==> config.mk <==
export PLATFORM = sky130hd
export DESIGN_NAME = lpei_top
export DESIGN_NICKNAME = d
export VERILOG_FILES = /design/src/core/lpei_edge.v /design/src/core/lpei_top.v
export VERILOG_INCLUDE_DIRS = /design/src /design/src/core
export SDC_FILE = /design/constraint.sdc
export NUM_CORES = 2
export LEC_CHECK = 0
export ABC_AREA = 0
export BUFFER_PORTS_ARGS = -buffer_cell sky130_fd_sc_hd__buf_2
export CORE_MARGIN = 5
export CORE_UTILIZATION = 50
export DETAILED_ROUTE_END_ITERATION = 8
export GPL_TIMING_DRIVEN = 1
export PLACE_DENSITY_LB_ADDON = 0.08
export SKIP_CTS_REPAIR_TIMING = 1
export SLEW_MARGIN = 40
export SYNTH_ARGS = -nofsm -noshare
export SYNTH_HDL_FRONTEND = slang
export SYNTH_HIERARCHICAL = 1
export SYNTH_SLANG_ARGS = --single-unit
export TNS_END_PERCENT = 30
==> constraint.sdc <==
create_clock -name core_clk -period 121.8 [get_ports core_clk]
set_input_delay 18.27 -clock core_clk [delete_from_list [all_inputs] [get_ports core_clk]]
set_output_delay 18.27 -clock core_clk [all_outputs]
set_load 0.005 [all_outputs]
==> src/core/lpei_map.vh <==
// Register offsets, field positions, reset values and timing counts of the local pulse input.
`ifndef LPEI_MAP_VH
`define LPEI_MAP_VH
`define LPEI_REG_TYPE 4'h0
`define LPEI_REG_FUNC_A 4'h1
`define LPEI_REG_FUNC_B 4'h2
`define LPEI_REG_SENSE 4'h3
`define LPEI_REG_INVERT 4'h4
`define LPEI_REG_TARGET 4'h5
`define LPEI_REG_COUNT 4'h6
`define LPEI_REG_FREQ 4'h7
`define LPEI_REG_INDEX 4'h8
`define LPEI_REG_POS 4'h9
`define LPEI_REG_STATUS 4'ha
`define LPEI_REG_MASK 4'hb
`define LPEI_REG_PINS 4'hc
`define LPEI_REG_LINES 4'hd
`define LPEI_TYPE_RST 8'h00
`define LPEI_TYPE_A_BIT 0
`define LPEI_TYPE_B_BIT 4
`define LPEI_FUNC_FREQ 2'h0
`define LPEI_FUNC_RSVD 2'h1
`define LPEI_FUNC_ENC 2'h2
`define LPEI_FUNC_RST 2'h0
`define LPEI_SENSE_CARD 1'b0
`define LPEI_SENSE_LOCAL 1'b1
`define LPEI_INV_DIR_BIT 0
`define LPEI_INV_IDX_BIT 1
`define LPEI_ST_REACH 0
`define LPEI_ST_INDEX 1
`define LPEI_ST_GATE 2
`define LPEI_GATE_MS 100
`define LPEI_CLK_KHZ 10000
`define LPEI_GATE_CYC (`LPEI_GATE_MS * `LPEI_CLK_KHZ)
`define LPEI_FREQ_MAX 16'sd32767
`define LPEI_FREQ_MIN -16'sd9999
`endif

==> src/core/lpei_edge.v <==
// Edge detector for one fast input pin.
`timescale 1ns/1ns
module lpei_edge
(
  // Clock and reset.
  input wire core_clk,
  input wire srst,
  // Pin level and detected edges.
  input wire pin,
  output reg level,
  output wire rise,
  output wire fall
);
  // Hold the previous level for comparison.
  always @(posedge core_clk)
  begin
    if (srst)
      level <= 1'b0;
    else
      level <= pin;
  end

  // Pulse one cycle on each change of level.
  assign rise = pin & ~level;
  assign fall = ~pin & level;
endmodule // lpei_edge

==> src/core/lpei_top.v <==
// Local fast pulse and incremental encoder input block with register port.
//
// Overview of operation
// - Input A counts its rising edges when it is a pulse input set to frequency use.
// - When the count reaches or passes the target, a one-cycle reached pulse is output and the count clears.
// - Bit 0 of the type setting makes input A a pulse input (0) or digital input (1), reset 0x00.
// - Bit 4 of the type setting makes input B a pulse input (0) or digital input (1).
// - Input A function is 0 frequency, 1 reserved, 2 encoder paired with B, reset 0.
// - Input B function is 0 frequency, 1 reserved, 2 encoder paired with A, reset 0.
// - Speed source 0 selects the option card feedback, 1 selects the local encoder pair.
// - Encoder frequency is reported signed in 0.1 Hz steps, clamped to its range, reset 0.
// - Direction invert set to 1 flips the sign of the decoded direction.
// - A readable index count follows the position sampled at each index pulse.
// - An index direction reverse option changes only the index reference direction.
`timescale 1ns/1ns
`include "lpei_map.vh"
module lpei_top
#(
  // Gate length in clock cycles and width of the pulse counter.
  parameter GATE_CYC = `LPEI_GATE_CYC,
  parameter CNT_W = 32
)
(
  // Clock and reset.
  input wire core_clk,
  input wire srst,
  // Fast input pins and index pulse.
  input wire fast_input_a,
  input wire fast_input_b,
  input wire index_pulse,
  // Speed feedback from the option card, in 0.1 Hz.
  input wire [15:0] card_frequency,
  // Register port.
  input wire [3:0] reg_addr,
  input wire [31:0] reg_wdata,
  input wire reg_wr,
  input wire reg_rd,
  output reg [31:0] reg_rdata,
  // Outputs to the drive.
  output reg count_reached,
  output reg digital_a,
  output reg digital_b,
  output reg [15:0] speed_feedback,
  output reg irq
);
  // Configuration registers.
  reg [7:0] fast_input_type_select;
  reg [1:0] input_a_function_select;
  reg [1:0] input_b_function_select;
  reg speed_sense_source;
  reg [1:0] encoder_direction_invert;
  reg [15:0] encoder_lines_per_rev;
  reg [CNT_W-1:0] count_target;
  reg [2:0] status;
  reg [2:0] mask;

  // Block state.
  // Position counts both ways as a signed two's complement value.
  reg [CNT_W-1:0] pulse_count;
  reg signed [31:0] position;
  reg signed [31:0] gate_start;
  reg signed [15:0] encoder_frequency_readout;
  reg [31:0] index_pulse_count;
  reg [31:0] gate_cnt;
  reg index_d;

  // Pin edges.
  wire a_lvl;
  wire a_rise;
  wire a_fall;
  wire b_lvl;

  // Mode decode and stepping.
  wire a_pulse_mode;
  wire b_pulse_mode;
  wire enc_mode;
  wire cnt_mode;
  wire dir_raw;
  wire step;
  wire up;
  wire index_evt;
  wire gate_end;
  wire reach;

  // Frequency arithmetic.
  wire signed [31:0] delta;
  wire signed [31:0] delta_scaled;
  wire signed [16:0] lines_signed;
  wire signed [31:0] freq_raw;
  reg signed [15:0] next_freq;
  // Tenths of a hertz per edge and line with the default gate; see the readout below.
  localparam signed [31:0] FREQ_SCALE = 32'sd50;

  // Edge detector for pin A, whose edges drive counting and stepping.
  lpei_edge u_edge_a
  (
    .core_clk(core_clk),
    .srst(srst),
    .pin(fast_input_a),
    .level(a_lvl),
    .rise(a_rise),
    .fall(a_fall)
  );

  // Pin B only needs its level, since position steps on A edges alone.
  lpei_edge u_edge_b
  (
    .core_clk(core_clk),
    .srst(srst),
    .pin(fast_input_b),
    .level(b_lvl),
    .rise(),
    .fall()
  );

  // Input roles from the type and function settings.
  // The reserved function code selects neither counting nor the encoder pair.
  assign a_pulse_mode = ~fast_input_type_select[`LPEI_TYPE_A_BIT];
  assign b_pulse_mode = ~fast_input_type_select[`LPEI_TYPE_B_BIT];
  assign enc_mode = a_pulse_mode & b_pulse_mode
    & (input_a_function_select == `LPEI_FUNC_ENC)
    & (input_b_function_select == `LPEI_FUNC_ENC);
  assign cnt_mode = a_pulse_mode & (input_a_function_select == `LPEI_FUNC_FREQ);

  // Quadrature decode on every edge of A; A leads B, counting up, when A differs from B
  // after the edge. Stepping on A alone gives two counts per line, and a chattering B line
  // cannot walk the position while A stands still.
  assign step = enc_mode & (a_rise | a_fall);
  assign dir_raw = (fast_input_a != b_lvl);
  assign up = dir_raw ^ encoder_direction_invert[`LPEI_INV_DIR_BIT];
  assign index_evt = enc_mode & index_pulse & ~index_d;
  assign gate_end = (gate_cnt == GATE_CYC - 1);
  // The edge of the same cycle is counted, so the reached pulse is not a cycle late.
  assign reach = cnt_mode & ((pulse_count + {{(CNT_W-1){1'b0}}, a_rise}) >= count_target);

  // Edges of A per gate of 100 ms: a revolution gives 2 * lines edges, and one revolution
  // per gate is 10 Hz, or 100 steps of 0.1 Hz, so the readout is 50 * delta / lines.
  // A lines setting of zero would divide by zero, so the readout then stays at 0.
  assign delta = position - gate_start;
  assign delta_scaled = delta * FREQ_SCALE;
  assign lines_signed = {1'b0, encoder_lines_per_rev};
  assign freq_raw = (encoder_lines_per_rev == 16'h0000) ? 32'sd0 :
    delta_scaled / lines_signed;

  // Clamp the measured frequency into the reported range.
  // Values beyond the range would wrap in 16 bits, so they are pinned to its ends.
  always @*
  begin
    next_freq = freq_raw[15:0];
    if (freq_raw > 32'sd32767)
      next_freq = `LPEI_FREQ_MAX;
    else if (freq_raw < -32'sd9999)
      next_freq = `LPEI_FREQ_MIN;
  end

  // Register writes and configuration.
  // The type setting keeps only its bits 0 and 4; writes to read-only or unmapped
  // offsets are ignored, and the target resets to all ones so nothing is reached early.
  always @(posedge core_clk)
  begin
    if (srst)
    begin
      fast_input_type_select <= `LPEI_TYPE_RST;
      input_a_function_select <= `LPEI_FUNC_RST;
      input_b_function_select <= `LPEI_FUNC_RST;
      speed_sense_source <= `LPEI_SENSE_CARD;
      encoder_direction_invert <= 2'h0;
      encoder_lines_per_rev <= 16'h0400;
      count_target <= {CNT_W{1'b1}};
      mask <= 3'h0;
    end
    else if (reg_wr)
    begin
      case (reg_addr)
        `LPEI_REG_TYPE: fast_input_type_select <= reg_wdata[7:0] & 8'h11;
        `LPEI_REG_FUNC_A: input_a_function_select <= reg_wdata[1:0];
        `LPEI_REG_FUNC_B: input_b_function_select <= reg_wdata[1:0];
        `LPEI_REG_SENSE: speed_sense_source <= reg_wdata[0];
        `LPEI_REG_INVERT: encoder_direction_invert <= reg_wdata[1:0];
        `LPEI_REG_TARGET: count_target <= reg_wdata[CNT_W-1:0];
        `LPEI_REG_MASK: mask <= reg_wdata[2:0];
        `LPEI_REG_LINES: encoder_lines_per_rev <= reg_wdata[15:0];
        default: mask <= mask;
      endcase
    end
  end

  // Pulse counting against the target, with the reached pulse.
  // Leaving counting mode clears the count, so a later return starts again from zero.
  always @(posedge core_clk)
  begin
    if (srst)
    begin
      pulse_count <= {CNT_W{1'b0}};
      count_reached <= 1'b0;
    end
    else
    begin
      count_reached <= reach;
      if (!cnt_mode)
        pulse_count <= {CNT_W{1'b0}};
      else if (reach)
        pulse_count <= {CNT_W{1'b0}};
      else if (a_rise)
        pulse_count <= pulse_count + 1'b1;
    end
  end

  // Position, index capture and frequency gate.
  // The index direction bit changes only the captured reference, never the position, and
  // the gate runs in every mode so the readout falls back to 0 by the second gate end after the pair stops.
  always @(posedge core_clk)
  begin
    if (srst)
    begin
      position <= 32'sd0;
      gate_start <= 32'sd0;
      gate_cnt <= 32'h0;
      encoder_frequency_readout <= 16'sd0;
      index_pulse_count <= 32'h0;
      index_d <= 1'b0;
    end
    else
    begin
      index_d <= index_pulse;
      if (step)
        position <= up ? position + 32'sd1 : position - 32'sd1;
      if (index_evt)
      begin
        if (encoder_direction_invert[`LPEI_INV_IDX_BIT])
          index_pulse_count <= -position;
        else
          index_pulse_count <= position;
      end
      if (gate_end)
      begin
        gate_cnt <= 32'h0;
        gate_start <= position;
        encoder_frequency_readout <= enc_mode ? next_freq : 16'sd0;
      end
      else
        gate_cnt <= gate_cnt + 32'h1;
    end
  end

  // Sticky status, write one to clear; a new event wins over the clear.
  // Bit 2 is set on every gate end and is meant as a periodic tick, so it is usually masked.
  always @(posedge core_clk)
  begin
    if (srst)
      status <= 3'h0;
    else
      status <= (status & ~((reg_wr && reg_addr == `LPEI_REG_STATUS) ? reg_wdata[2:0] : 3'h0))
        | {gate_end, index_evt, reach};
  end

  // Registered outputs and read data.
  // Read data stand for one cycle and then return to zero, so a late sample never sees stale
  // data; a pin in pulse mode shows 0 on its digital output.
  always @(posedge core_clk)
  begin
    if (srst)
    begin
      irq <= 1'b0;
      digital_a <= 1'b0;
      digital_b <= 1'b0;
      speed_feedback <= 16'h0;
      reg_rdata <= 32'h0;
    end
    else
    begin
      irq <= |(status & mask);
      digital_a <= ~a_pulse_mode & a_lvl;
      digital_b <= ~b_pulse_mode & b_lvl;
      speed_feedback <= (speed_sense_source == `LPEI_SENSE_LOCAL) ?
        encoder_frequency_readout : card_frequency;
      reg_rdata <= 32'h0;
      if (reg_rd)
      begin
        case (reg_addr)
          `LPEI_REG_TYPE: reg_rdata <= {24'h0, fast_input_type_select};
          `LPEI_REG_FUNC_A: reg_rdata <= {30'h0, input_a_function_select};
          `LPEI_REG_FUNC_B: reg_rdata <= {30'h0, input_b_function_select};
          `LPEI_REG_SENSE: reg_rdata <= {31'h0, speed_sense_source};
          `LPEI_REG_INVERT: reg_rdata <= {30'h0, encoder_direction_invert};
          `LPEI_REG_TARGET: reg_rdata <= count_target;
          `LPEI_REG_COUNT: reg_rdata <= pulse_count;
          `LPEI_REG_FREQ: reg_rdata <= {{16{encoder_frequency_readout[15]}},
            encoder_frequency_readout};
          `LPEI_REG_INDEX: reg_rdata <= index_pulse_count;
          `LPEI_REG_POS: reg_rdata <= position;
          `LPEI_REG_STATUS: reg_rdata <= {29'h0, status};
          `LPEI_REG_MASK: reg_rdata <= {29'h0, mask};
          `LPEI_REG_PINS: reg_rdata <= {30'h0, b_lvl, a_lvl};
          `LPEI_REG_LINES: reg_rdata <= {16'h0, encoder_lines_per_rev};
          default: reg_rdata <= 32'h0;
        endcase
      end
    end
  end
endmodule // lpei_top

==> results.py <==
metrics = {
    "global_route": {
        "grt_overflow": 0,
        "grt_pass1_vias": 40953,
        "antenna_found_initial": 6,
        "grt_start_max_net_pins": 65,
        "track_usage": 0.311,
        "grt_pass1_wl_um": 236000,
    },
    "critical_path": {
        "required_ns": 122.25,
        "cp.arrival_ns": 113.90,
        "crit_type": "reg -> reg",
        "path_buf_inv": 20,
        "cpMostUsedCell": "o21a_1",
        "start_kind": "flop",
        "critPathCaptureType": "flop",
        "cpLargestDelayFamily": "compound AO/OA/AOI/OAI gates",
        "slowest_stage": "nor4_2",
        "cp_max_fo": 37,
        "cp_slowest_stage_delay_ns": 0.68,
    },
    "layout": {
        "instances_no_fill": 7069,
        "nFillCells": 8556,
        "final_nets": 6547,
        "drive_gt1_frac": 0.0844,
        "syn2layout_area_growth_pct": 6.92,
    },
    "timing": {
        "fin_tns_setup_ns": 0,
        "hold_slack_ns": 0.479,
        "period_share": 0.931,
        "maxSlewViolCount": 0,
        "finalSetupViolCount": 0,
        "slew-limit-headroom": 0.378,
        "fin_crit_ns": 113.45,
        "worst_pin_slew_ns": 0.925,
        "hold_viol": 0,
        "max_freq_mhz": 8.81,
        "clock_skew_ns": 0.0261,
        "setup_ws_ns": 8.35,
    },
    "cts": {
        "clock_path_buffers": 3,
        "numCtsBuffers": 29,
        "path_clk_slew_ns": 0.07,
        "cts.htree.levels": 1,
        "clkLatencyLatePin_ns": 0.59,
        "cts_tree": "yes",
        "cts.sinks": 293,
        "root_buffer": "clkbuf_16",
    },
    "synth": {
        "syn_nets": 6546,
        "synth_warnings": 6,
        "syn-mean-instance-area_um2": 7.36,
        "synth_area_um2": 43300,
        "synthCells": 5888,
    },
    "floorplanning": {
        "pin_count": 111,
        "start_util": 0.502,
        "coreArea_um2": 86300,
        "die_x_um": 304,
        "num_rows": 108,
        "die_height_um": 304,
        "die_area_um2": 92600,
    },
    "route": {
        "detail_route.wl_per_cell_um": 21.8,
        "wirelength_um": 154000,
        "vias": 45010,
        "postRouteAntennaNets": 0,
        "drt_iter0_markers": 4089,
        "dr.pass1.iters": 6,
        "drc_errors": 0,
        "vias_per_cell": 6.37,
    },
    "outcome": {
        "status": "completed",
    },
    "min_path": {
        "hp-class": "reg -> reg",
    },
    "placement": {
        "pre_cts_ws_ns": 8.92,
        "hpwl_um": 121000,
        "dp.cells": 7002,
        "portBuffers": 110,
        "gp_congestion": 0.994,
    },
    "run": {
        "drv_cap": 0,
    },
}
[path summary, 6_finish.rpt]
| check | slack (ns) | startpoint | to | cells after the start |
|---|---|---|---|---|
| setup / recovery | 8.35 | position[0] | encoder_frequency_readout[12] | 490 |
| hold / removal | 0.48 | input_b_function_select[0] | input_b_function_select[0] | 2 |
| setup reg to reg | 8.35 | position[0] | encoder_frequency_readout[12] | 490 |
| hold reg to reg | 0.48 | input_b_function_select[0] | input_b_function_select[0] | 2 |
[stage by stage]
step	util	cell area, µm²
after CTS	0.534	46100
after floorplan	-	43300
after detailed placement	0.523	45100
after global placement	0.522	45000
final	0.536	46300
after global routing	0.536	46300
[routing by layer]
layer  wire length [µm]  GRT usage
met4               5840     0.0945
met1              70300      0.446
met2              65800      0.488
met5                 23          0
met3              12100     0.0411
[area by class of cell]
cell class	count	area (µm²)	area share
multi-input cells	5144	35900	0.776
flip-flops and latches	293	5870	0.127
well taps	1155	1450	0.0312
repair buffers	189	1200	0.0259
inverters	232	871	0.0188
clock buffers	38	810	0.0175
clock inverters	15	181	0.00392
diodes	3	7.51	0.000162
[state kept, by name, summed over array words and instances (netlist names), 2 cells and up]
signal	count
count_target	32
encoder_direction_invert	2
encoder_frequency_readout	16
encoder_lines_per_rev	16
fast_input_type_select	2
gate_cnt	32
gate_start	31
index_pulse_count	32
input_a_function_select	2
input_b_function_select	2
mask	3
position	32
pulse_count	32
reg_rdata	32
speed_feedback	16
status	3
[cell usage in the layout (no fill, tap or decap), types with 76 or more instances in the layout]
cell / count
nand3_1: 151
o21a_1: 226
o31ai_1: 119
ha_1: 580
buf_2: 110
dfxtp_1: 293
o21ai_0: 220
mux2i_1: 79
a21o_1: 119
inv_1: 230
nor2_1: 590
nand2_1: 618
xnor2_1: 212
buf_4: 76
xor2_1: 208
a21oi_1: 392
a22oi_1: 85
nor3_1: 266
o211ai_1: 84
[worst reg2reg max path, delay by kind of cell, from the launching register on]
family          cells  cell delay (ns)
compound gates    293            64.93
xor+xnor            3             0.99
fa+ha+maj          38            12.47
buf+inv            20             3.54
flops               1             0.40
mux                 5             1.76
simple gates      131            29.13
Power is not shown: default switching activity piles up to over one toggle a cycle in this logic, so the estimate is an artifact.
